===== config.mk =====
export PLATFORM = sky130hd
export DESIGN_NAME = nco_frequency_control_core
export DESIGN_NICKNAME = d
export VERILOG_FILES = /design/src/nco_core_pkg.sv /design/src/nco_frequency_control_core.sv
export SDC_FILE = /design/constraint.sdc
export NUM_CORES = 2
export LEC_CHECK = 0
export BUFFER_PORTS_ARGS = -buffer_cell sky130_fd_sc_hd__buf_2
export CAP_MARGIN = 20
export CORE_MARGIN = 5
export CORE_UTILIZATION = 60
export CTS_BUF_LIST = sky130_fd_sc_hd__clkbuf_2
export DETAILED_ROUTE_END_ITERATION = 8
export GPL_ROUTABILITY_DRIVEN = 1
export HOLD_SLACK_MARGIN = 0.15
export MAX_ROUTING_LAYER = met4
export PLACE_DENSITY = 0.77
export SLEW_MARGIN = 20
export SYNTH_ARGS = -nofsm -noshare
export SYNTH_HDL_FRONTEND = slang
export SYNTH_SLANG_ARGS = --single-unit

===== constraint.sdc =====
create_clock -name aclk -period 24.1 [get_ports aclk]
set_input_delay 0 -clock aclk [delete_from_list [all_inputs] [get_ports aclk]]
set_output_delay 0 -clock aclk [all_outputs]
set_load 0.01 [all_outputs]

===== src/nco_core_pkg.sv =====
// constants, register layout and state types of the nco frequency control core
package nco_core_pkg;

    // ==========================================================
    // widths
    localparam int FREQ_W     = 48;
    localparam int SER_W      = 40;
    localparam int AMP_W      = 16;
    localparam int DAC_W      = 14;
    localparam int AXI_ADDR_W = 8;

    // ==========================================================
    // parallel register indexes (4-bit address)
    localparam logic [3:0] REG_CENTER_0   = 4'h0;
    localparam logic [3:0] REG_OFFSET_0   = 4'h6;
    localparam logic [3:0] REG_SERIAL_CFG = 4'hC;
    localparam logic [3:0] REG_CONTROL    = 4'hD;
    localparam logic [3:0] REG_TEST       = 4'hE;
    localparam logic [3:0] REG_UPDATE     = 4'hF;

    // control register (index 13) bit positions
    localparam int CTL_CENTER_EN = 4;
    localparam int CTL_ACC_EN    = 5;
    localparam int CTL_SERIAL_EN = 6;
    // serial config register (index 12) fields
    localparam int SCFG_BYTES_LSB = 0;
    localparam int SCFG_FALLING   = 3;

    // ==========================================================
    // values after reset
    localparam logic [47:0] CENTER_RST  = 48'h4000_0000_0000;
    localparam logic [47:0] OFFSET_RST  = 48'h0000_0000_0000;
    localparam logic [39:0] SERIAL_RST  = 40'h00_0000_0000;
    localparam logic [7:0]  SCFG_RST    = 8'h05;
    localparam logic [7:0]  CONTROL_RST = 8'h70;
    localparam logic [7:0]  TEST_RST    = 8'h00;
    localparam logic [13:0][7:0] REGS_RST = {CONTROL_RST, SCFG_RST, OFFSET_RST, CENTER_RST};

    // ==========================================================
    // cycle and byte counts
    localparam int UPD_STAGES = 3;
    localparam int PIN_STAGES = 4;
    localparam int INC_STAGES = 5;
    localparam logic [1:0] XFER_SCLKS = 2'h2;
    localparam logic [2:0] SER_MAX_BYTES = 3'h5;

    // sine approximation coefficients, q0.16
    localparam logic [16:0] SINE_C0 = 17'h0_C666;
    localparam logic [33:0] SINE_C1 = 34'h0_0000_399A;

    // ==========================================================
    // axi4-lite map
    localparam logic [7:0] AXI_CTRL   = 8'h00;
    localparam logic [7:0] AXI_STATUS = 8'h04;
    localparam logic [7:0] AXI_INC_LO = 8'h08;
    localparam logic [7:0] AXI_INC_HI = 8'h0C;
    localparam logic [1:0] RESP_OKAY   = 2'h0;
    localparam logic [1:0] RESP_SLVERR = 2'h2;

    // ==========================================================
    // pin groups, serial states and core state
    typedef struct packed {
        logic       wr;
        logic       we_n;
        logic [3:0] addr;
        logic [7:0] data;
    } par_port_t;

    typedef struct packed {
        logic sclk;
        logic serial_data;
        logic serial_sync;
    } ser_pins_t;

    typedef struct packed {
        logic       update_n;
        logic       offset_freq_enable;
        logic [1:0] phase_select;
    } mod_pins_t;

    typedef enum logic [2:0] {
        SER_IDLE  = 3'h1,
        SER_SHIFT = 3'h2,
        SER_XFER  = 3'h4
    } ser_state_t;

    typedef struct packed {
        par_port_t                        par_s1;
        par_port_t                        par_s2;
        logic                             wr_d;
        ser_pins_t                        ser_s1;
        ser_pins_t                        ser_s2;
        logic                             sclk_d;
        mod_pins_t                        mod_s1;
        mod_pins_t                        mod_s2;
        logic [UPD_STAGES-1:0]            upd_pipe;
        logic [PIN_STAGES-1:0]            ofe_pipe;
        logic [PIN_STAGES-1:0][1:0]       ph_pipe;
        logic [13:0][7:0]                 master;
        logic [13:0][7:0]                 slave;
        logic [7:0]                       test_reg;
        ser_state_t                       ser_state;
        logic [5:0]                       ser_cnt;
        logic [1:0]                       xfer_cnt;
        logic [SER_W-1:0]                 ser_shift;
        logic [SER_W-1:0]                 ser_hold;
        logic [SER_W-1:0]                 ser_word;
        logic [INC_STAGES-1:0][FREQ_W-1:0] inc_pipe;
        logic [FREQ_W-1:0]                acc;
        logic [AMP_W-1:0]                 amp;
        logic [DAC_W-1:0]                 sample;
        logic [AXI_ADDR_W-1:0]            aw_addr;
        logic                             aw_full;
        logic [31:0]                      w_data;
        logic [3:0]                       w_strb;
        logic                             w_full;
        logic                             bvalid;
        logic [1:0]                       bresp;
        logic                             rvalid;
        logic [31:0]                      rdata;
        logic [1:0]                       rresp;
        logic                             soft_update;
    } core_state_t;

endpackage


===== src/nco_frequency_control_core.sv =====
// nco core: phase accumulator, sine lookup, parallel and serial tuning, axi4-lite status
// Notes on behaviour
// - increment is center plus offset plus serial word, kept to 48 bits.
// - center and serial terms zeroed by register bits, offset by pin.
// - serial word of 8 to 40 bits sits in the top bits, zeros below.
// - accumulate every clock; top 24 phase bits feed one-cycle sine lookup.
// - 16-bit amplitude is rounded to the 14-bit converter sample.
// - bit 47 weighs 180 degrees; phase wraps to zero after full scale.
// - parallel port is write-only: 8 data, 4 address, strobe, enable.
// - writes land in master registers; update copies all to slaves together.
// - output changes 11 clocks after write with update held, else 14.
// - writes accepted pipelined up to half clock rate; strobe is asynchronous.
// - offset term passes while enable pin high; change shows 14 clocks later.
// - output phase shifted by 0, 90, 180 or 270 degrees.
// - phase select 00 none, 01 90, 10 180, 11 270 degrees.
// - phase select, offset enable and update pins pass synchronisers first.
// - writing any value to register 15 acts as an update.
// - finished serial word goes to holding register, then to ser_word.
// - serial load takes 8 clocks per byte plus three more.
// - new serial frequency reaches the output within 12 clocks.
// - center and offset words are written only by the parallel port.
// - output reflects reset within 11 clocks; writes one edge after release.
// - reset gives center quarter clock rate, offset disabled, serial enabled.
// - reset zeroes accumulator feedback, honoured only while update is low.
// - data latched on strobe rising edge only while write enable is low.
`timescale 1ns/1ps
module nco_frequency_control_core (
    input  wire logic                      aclk,
    input  wire logic                      aresetn,
    input  wire nco_core_pkg::par_port_t   par_port,
    input  wire nco_core_pkg::ser_pins_t   ser_pins,
    input  wire nco_core_pkg::mod_pins_t   mod_pins,
    output logic [nco_core_pkg::DAC_W-1:0] dac_sample,
    input  wire logic [7:0]                s_axi_awaddr,
    input  wire logic                      s_axi_awvalid,
    output logic                           s_axi_awready,
    input  wire logic [31:0]               s_axi_wdata,
    input  wire logic [3:0]                s_axi_wstrb,
    input  wire logic                      s_axi_wvalid,
    output logic                           s_axi_wready,
    output logic [1:0]                     s_axi_bresp,
    output logic                           s_axi_bvalid,
    input  wire logic                      s_axi_bready,
    input  wire logic [7:0]                s_axi_araddr,
    input  wire logic                      s_axi_arvalid,
    output logic                           s_axi_arready,
    output logic [31:0]                    s_axi_rdata,
    output logic [1:0]                     s_axi_rresp,
    output logic                           s_axi_rvalid,
    input  wire logic                      s_axi_rready
);

    // ==========================================================
    // sine approximation
    // corrected parabola, about 0.1 % error:
    // far cheaper than a 16M-entry table
    function automatic logic [15:0] sine_amp(input logic [23:0] ph);
        logic [15:0] x;
        logic [31:0] prod;
        logic [16:0] p;
        logic [33:0] t;
        logic [16:0] k;
        logic [33:0] y2;
        logic [16:0] y;
        logic [15:0] mag;
        x    = ph[22:7];
        prod = {16'h0000, x} * (32'h0001_0000 - {16'h0000, x});
        p    = prod[30:14];
        t    = {17'h0_0000, p} * nco_core_pkg::SINE_C1;
        k    = nco_core_pkg::SINE_C0 + t[32:16];
        y2   = {17'h0_0000, p} * {17'h0_0000, k};
        y    = y2[32:16];
        mag  = (y[16:1] > 16'h7FFF) ? 16'h7FFF : y[16:1];
        // bit 23 of the lookup phase is accumulator bit 47 after the phase offset: second half cycle
        return ph[23] ? (16'h0000 - mag) : mag;
    endfunction

    // round half up, saturating at the positive end
    function automatic logic [13:0] round14(input logic [15:0] a);
        if (a[15:2] == 14'h1FFF && a[1]) begin
            return 14'h1FFF;
        end
        return a[15:2] + {13'h0000, a[1]};
    endfunction

    // ==========================================================
    // state and combinational terms
    nco_core_pkg::core_state_t cur;
    nco_core_pkg::core_state_t next_cur;

    logic        wr_take;
    logic        reg15_wr;
    logic        upd_active;
    logic        upd_in;
    logic [2:0]  ser_bytes;
    logic [5:0]  ser_bits;
    logic        sclk_edge;
    logic [47:0] center_term;
    logic [47:0] offset_term;
    logic [47:0] serial_term;
    logic [47:0] inc_sum;
    logic [23:0] ph_idx;
    logic [7:0]  ctl;
    logic [7:0]  scfg;
    logic        aw_hs;
    logic        w_hs;
    logic        ar_hs;
    logic [7:0]  aw_word;
    logic [7:0]  ar_word;

    assign ctl  = cur.slave[nco_core_pkg::REG_CONTROL];
    assign scfg = cur.slave[nco_core_pkg::REG_SERIAL_CFG];

    // ==========================================================
    // parallel port strobe detection
    // strobe edge gating
    assign wr_take  = cur.par_s2.wr & ~cur.wr_d & ~cur.par_s2.we_n;
    assign reg15_wr = wr_take & (cur.par_s2.addr == nco_core_pkg::REG_UPDATE);
    assign upd_in   = ~cur.mod_s2.update_n | reg15_wr | cur.soft_update;
    assign upd_active = cur.upd_pipe[nco_core_pkg::UPD_STAGES-1];

    // ==========================================================
    // serial timing terms
    // out-of-range byte counts fall back to the full 40-bit word
    assign ser_bytes = (scfg[2:0] == 3'h0 || scfg[2:0] > nco_core_pkg::SER_MAX_BYTES)
                       ? nco_core_pkg::SER_MAX_BYTES : scfg[2:0];
    assign ser_bits  = {ser_bytes, 3'h0};
    assign sclk_edge = scfg[nco_core_pkg::SCFG_FALLING]
                       ? (~cur.ser_s2.sclk & cur.sclk_d)
                       : (cur.ser_s2.sclk & ~cur.sclk_d);

    // ==========================================================
    // frequency sum
    // per-term zeroing
    assign center_term = ctl[nco_core_pkg::CTL_CENTER_EN] ? cur.slave[5:0] : 48'h0000_0000_0000;
    assign offset_term = cur.ofe_pipe[nco_core_pkg::PIN_STAGES-1] ? cur.slave[11:6]
                         : 48'h0000_0000_0000;
    assign serial_term = ctl[nco_core_pkg::CTL_SERIAL_EN] ? {cur.ser_word, 8'h00}
                         : 48'h0000_0000_0000;
    assign inc_sum = center_term + offset_term + serial_term;

    assign ph_idx = cur.acc[47:24] + {cur.ph_pipe[nco_core_pkg::PIN_STAGES-1], 22'h00_0000};

    // ==========================================================
    // axi4-lite handshakes
    assign s_axi_awready = ~cur.aw_full;
    assign s_axi_wready  = ~cur.w_full;
    assign s_axi_arready = ~cur.rvalid;
    assign aw_hs   = s_axi_awvalid & ~cur.aw_full;
    assign w_hs    = s_axi_wvalid & ~cur.w_full;
    assign ar_hs   = s_axi_arvalid & ~cur.rvalid;
    assign aw_word = {cur.aw_addr[7:2], 2'h0};
    assign ar_word = {s_axi_araddr[7:2], 2'h0};

    // ==========================================================
    // next state
    always_comb begin
        next_cur = cur;

        next_cur.par_s1 = par_port;
        next_cur.par_s2 = cur.par_s1;
        next_cur.wr_d   = cur.par_s2.wr;
        next_cur.ser_s1 = ser_pins;
        next_cur.ser_s2 = cur.ser_s1;
        next_cur.sclk_d = cur.ser_s2.sclk;
        next_cur.mod_s1 = mod_pins;
        next_cur.mod_s2 = cur.mod_s1;

        next_cur.upd_pipe = {cur.upd_pipe[nco_core_pkg::UPD_STAGES-2:0], upd_in};
        next_cur.ofe_pipe = {cur.ofe_pipe[nco_core_pkg::PIN_STAGES-2:0],
                             cur.mod_s2.offset_freq_enable};
        next_cur.ph_pipe = {cur.ph_pipe[nco_core_pkg::PIN_STAGES-2:0],
                            cur.mod_s2.phase_select};

        // only the parallel port loads center and offset
        if (wr_take && cur.par_s2.addr < nco_core_pkg::REG_TEST) begin
            next_cur.master[cur.par_s2.addr] = cur.par_s2.data;
        end
        if (wr_take && cur.par_s2.addr == nco_core_pkg::REG_TEST) begin
            next_cur.test_reg = cur.par_s2.data;
        end
        if (upd_active) begin
            next_cur.slave = next_cur.master;
        end

        if (sclk_edge) begin
            if (cur.ser_s2.serial_sync) begin
                next_cur.ser_state = nco_core_pkg::SER_SHIFT;
                next_cur.ser_cnt   = 6'h00;
                next_cur.ser_shift = 40'h00_0000_0000;
            end else begin
                unique case (cur.ser_state)
                    nco_core_pkg::SER_IDLE: begin
                        next_cur.ser_state = nco_core_pkg::SER_IDLE;
                    end
                    nco_core_pkg::SER_SHIFT: begin
                        next_cur.ser_shift = {cur.ser_shift[38:0], cur.ser_s2.serial_data};
                        next_cur.ser_cnt   = cur.ser_cnt + 6'h01;
                        if (cur.ser_cnt + 6'h01 == ser_bits) begin
                            next_cur.ser_hold  = next_cur.ser_shift << (6'd40 - ser_bits);
                            next_cur.ser_state = nco_core_pkg::SER_XFER;
                            next_cur.xfer_cnt  = nco_core_pkg::XFER_SCLKS;
                        end
                    end
                    nco_core_pkg::SER_XFER: begin
                        next_cur.xfer_cnt = cur.xfer_cnt - 2'h1;
                        if (cur.xfer_cnt == 2'h1) begin
                            next_cur.ser_word  = cur.ser_hold;
                            next_cur.ser_state = nco_core_pkg::SER_IDLE;
                        end
                    end
                    default: begin
                        next_cur.ser_state = nco_core_pkg::SER_IDLE;
                    end
                endcase
            end
        end

        next_cur.inc_pipe = {cur.inc_pipe[nco_core_pkg::INC_STAGES-2:0], inc_sum};
        next_cur.acc = ctl[nco_core_pkg::CTL_ACC_EN]
                       ? cur.acc + cur.inc_pipe[nco_core_pkg::INC_STAGES-1]
                       : 48'h0000_0000_0000;
        next_cur.amp = sine_amp(ph_idx);
        next_cur.sample = round14(cur.amp);

        // axi write: address and data taken in either order
        if (aw_hs) begin
            next_cur.aw_addr = s_axi_awaddr;
            next_cur.aw_full = 1'b1;
        end
        if (w_hs) begin
            next_cur.w_data = s_axi_wdata;
            next_cur.w_strb = s_axi_wstrb;
            next_cur.w_full = 1'b1;
        end
        if (cur.bvalid && s_axi_bready) begin
            next_cur.bvalid = 1'b0;
        end
        if (cur.aw_full && cur.w_full && !cur.bvalid) begin
            next_cur.bvalid  = 1'b1;
            next_cur.aw_full = 1'b0;
            next_cur.w_full  = 1'b0;
            if (aw_word == nco_core_pkg::AXI_CTRL) begin
                next_cur.bresp = nco_core_pkg::RESP_OKAY;
                if (cur.w_strb[0]) begin
                    next_cur.soft_update = cur.w_data[0];
                end
            end else begin
                next_cur.bresp = nco_core_pkg::RESP_SLVERR;
            end
        end

        // axi read
        if (cur.rvalid && s_axi_rready) begin
            next_cur.rvalid = 1'b0;
        end
        if (ar_hs) begin
            next_cur.rvalid = 1'b1;
            next_cur.rresp  = nco_core_pkg::RESP_OKAY;
            unique case (ar_word)
                nco_core_pkg::AXI_CTRL:   next_cur.rdata = {31'h0000_0000, cur.soft_update};
                nco_core_pkg::AXI_STATUS: next_cur.rdata = {13'h0000,
                    cur.ser_state != nco_core_pkg::SER_IDLE, upd_active,
                    cur.ofe_pipe[nco_core_pkg::PIN_STAGES-1],
                    cur.ph_pipe[nco_core_pkg::PIN_STAGES-1], cur.sample};
                nco_core_pkg::AXI_INC_LO:
                    next_cur.rdata = cur.inc_pipe[nco_core_pkg::INC_STAGES-1][31:0];
                nco_core_pkg::AXI_INC_HI:
                    next_cur.rdata = {16'h0000, cur.inc_pipe[nco_core_pkg::INC_STAGES-1][47:32]};
                default: begin
                    next_cur.rdata = 32'h0000_0000;
                    next_cur.rresp = nco_core_pkg::RESP_SLVERR;
                end
            endcase
        end

        // reset only while update is low
        if (!aresetn && !cur.mod_s2.update_n) begin
            next_cur.upd_pipe  = '0;
            next_cur.ofe_pipe  = '0;
            next_cur.ph_pipe   = '0;
            next_cur.master    = nco_core_pkg::REGS_RST;
            next_cur.slave     = nco_core_pkg::REGS_RST;
            next_cur.test_reg  = nco_core_pkg::TEST_RST;
            next_cur.ser_state = nco_core_pkg::SER_IDLE;
            next_cur.ser_cnt   = 6'h00;
            next_cur.xfer_cnt  = 2'h0;
            next_cur.ser_shift = nco_core_pkg::SERIAL_RST;
            next_cur.ser_hold  = nco_core_pkg::SERIAL_RST;
            next_cur.ser_word  = nco_core_pkg::SERIAL_RST;
            next_cur.inc_pipe  = '0;
            next_cur.acc       = 48'h0000_0000_0000;
            next_cur.amp       = 16'h0000;
            next_cur.sample    = 14'h0000;
        end
        // the bus side resets unconditionally so software never hangs
        if (!aresetn) begin
            next_cur.aw_addr     = 8'h00;
            next_cur.aw_full     = 1'b0;
            next_cur.w_data      = 32'h0000_0000;
            next_cur.w_strb      = 4'h0;
            next_cur.w_full      = 1'b0;
            next_cur.bvalid      = 1'b0;
            next_cur.bresp       = nco_core_pkg::RESP_OKAY;
            next_cur.rvalid      = 1'b0;
            next_cur.rdata       = 32'h0000_0000;
            next_cur.rresp       = nco_core_pkg::RESP_OKAY;
            next_cur.soft_update = 1'b0;
        end
    end

    // ==========================================================
    // registers
    always_ff @(posedge aclk) begin
        cur <= next_cur;
    end

    // ==========================================================
    // outputs
    assign dac_sample   = cur.sample;
    assign s_axi_bvalid = cur.bvalid;
    assign s_axi_bresp  = cur.bresp;
    assign s_axi_rvalid = cur.rvalid;
    assign s_axi_rdata  = cur.rdata;
    assign s_axi_rresp  = cur.rresp;

endmodule


==> flow_metrics.py <==
metrics = {
    "critical_path": {
        "worst_path_max_delay_cell": "fa_1",
        "critPathMostFrequentCell": "fa_1",
        "crit_fanout": 15,
        "cp.arrival_ns": 23.98,
        "critical_path_class": "flip-flop to flip-flop",
        "start_kind": "flip-flop",
        "cp-end-kind": "flip-flop",
        "crit_path_max_incr_delay_ns": 0.57,
        "cp.required_ns": 25.23,
    },
    "yosys": {
        "synth_edf_count": 0,
        "synth.cell_area_sq_um": 53820,
        "synth_seq_cells": 759,
        "synth.top_cells.by_count": "inv_1, dfxtp_1, nand2_1",
        "yosysTopAreaCell": "dfxtp_1",
        "synthFlopType": "dfxtp_1",
        "avgSynthCellArea_sq_um": 9.015,
        "synth-async-reset-ratio": 0,
        "synthMostInstantiatedCell": "inv_1",
        "netlist-cell-type-count": 98,
        "synthCells": 5970,
        "synth.top_cell.area_share": 0.2823,
        "yosysSeqAreaShare": 0.2823,
        "yosysWarnings": 0,
        "synth_area_leaders": "dfxtp_1, fa_1, ha_1, inv_1, nand2_1",
    },
    "sta": {
        "period_share": 0.9485,
        "clock_skew_ns": 0.1672,
        "fmax_mhz": 43.75,
        "maxSlewViolCount": 0,
        "max_slew_margin": 0.1915,
        "min_period_ns": 22.86,
        "finalHoldViolations": 0,
        "fin_hold_ws_ns": 0.3202,
        "worstMarginPinSlew_ns": 1.213,
        "setup_viol": 0,
    },
    "routing": {
        "antenna_left": 0,
        "drt-total-wl_um": 130500,
        "viasPerCell": 5.492,
        "first_iter_violations": 2608,
        "drc": 0,
        "wl_per_cell_um": 17.52,
        "drt_first_pass_iters": 6,
        "vias": 40910,
    },
    "global_routing": {
        "track_usage": 0.2835,
        "grt_max_degree": 255,
        "grt_first_pass_wirelength_um": 213400,
        "grt_overflow_total": 0,
        "grt_pass1_vias": 41620,
        "antenna_found_initial": 2,
    },
    "floorplan": {
        "io_pins": 135,
        "fp.coreArea_sq_um": 88650,
        "die_h_um": 309.5,
        "initial_core_util": 0.6071,
        "rows": 109,
        "dieArea_sq_um": 95790,
        "die_width_um": 309.5,
    },
    "cts": {
        "postCtsSetupBuffers": 0,
        "clk_latency_ns": 1.36,
        "clkTransAtPathRegs_ns": 0.12,
        "numCtsBuffers": 177,
        "clockBufferDepth": 3,
        "h-tree-depth": 4,
        "clockRootBuffer": "clkbuf_2",
        "numClockSinks": 759,
        "tritoncts": "yes",
    },
    "placement": {
        "place_inst": 6997,
        "dp_hpwl_um": 94030,
        "finalWeightedCongestion": 0.9027,
        "portBuffers": 94,
    },
    "cells_and_area": {
        "layout-drive-gt1-share": 0.08551,
        "nets": 7186,
        "syn_to_final_growth_pct": 8.090,
        "stdcell_count": 7450,
        "n_fill_cell": 7127,
    },
    "run": {
        "drv_cap": 0,
    },
    "min_path": {
        "hold_class": "flip-flop to flip-flop",
    },
    "status": {
        "status": "finished clean",
    },
}
==> worst paths after layout <==
kind | endpoint | slack (ns) | startpoint | cells past startpoint
worst max-delay path | cur[113] | 1.24 | cur[148] | 85
worst min-delay path | cur[330] | 0.32 | cur[282] | 1
worst max register to register | cur[113] | 1.24 | cur[148] | 85
worst min register to register | cur[330] | 0.32 | cur[282] | 1
==> through the flow <==
step / setup TNS [ns] / setup slack [ns] / cell area (sq um) / utilization
floorplan: 0 / 3.383 / 53870 / -
global placement: 0 / 1.505 / 55060 / 0.6211
detailed placement: 0 / 1.125 / 55060 / 0.6211
CTS: 0 / 0.9749 / 58090 / 0.6553
global route: -0.03259 / -0.03259 / 58170 / 0.6562
finish: 0 / 1.242 / 58180 / 0.6563
==> registers in the layout (all words and copies together) (netlist names) <==
register,cells
cur,696
s_axi_rdata,32
dac_sample,14
aw_word,6
scfg,4
ctl,3
s_axi_bresp,1
s_axi_bvalid,1
s_axi_rresp,1
s_axi_rvalid,1
==> layout make-up <==
type / instances / area, sq um / area share
flip-flops and latches: 759 / 15200 / 0.2613
clock buffers: 250 / 1251 / 0.02151
clock inverters: 56 / 376.6 / 0.006474
repair buffers: 311 / 2469 / 0.04243
multi-input cells: 4069 / 34280 / 0.5892
inverters: 835 / 3134 / 0.05388
diodes: 5 / 12.51 / 0.0002151
well taps: 1165 / 1458 / 0.02506
==> critical path: cells and delay by family (launching register included) <==
family          cells  cell delay [ns]
flops               1             0.49
fa+ha+maj          22            10.06
mux                 1             0.21
simple gates       25             4.93
xor+xnor            5             1.28
compound gates     19             4.62
buf+inv            13             1.04
==> layout by cell type, fill, tap and decap left out, types with 134 or more instances in the layout <==
cell type	count
a21oi_1	196
and2_1	315
clkbuf_2	250
dfxtp_1	757
dlygate4sd3_1	141
fa_1	529
ha_1	421
inv_1	831
mux2i_1	134
nand2_1	570
nand2b_1	160
nor2_1	537
nor2b_1	158
==> layer usage <==
layer,vias up,part of all wire,track usage
met5,-,0,-
met3,356,0.057,0.04594
met2,1287,0.49,0.4756
met4,0,0.045,0.1189
li1,19440,-,-
met1,19830,0.40,0.3425
==> logic make-up after synthesis <==
logic type,after synthesis,synth area share
compound gates,779,0.09899
flops,759,0.2823
mux,154,0.02931
fa+ha+maj,953,0.2953
xor+xnor,189,0.03173
simple gates,1979,0.1776
buf+inv,1155,0.08455
other cells,2,0.0001395
==> what timing repair did <==
action,in CTS,in global routing
setup endpoints to repair,0,3
hold endpoints to repair,207,28
hold buffers,140,1
gates resized for setup,0,7
Power is left out: the tool's default activity adds up to more than one toggle a clock period on the data nets, which glitch-free logic cannot reach.
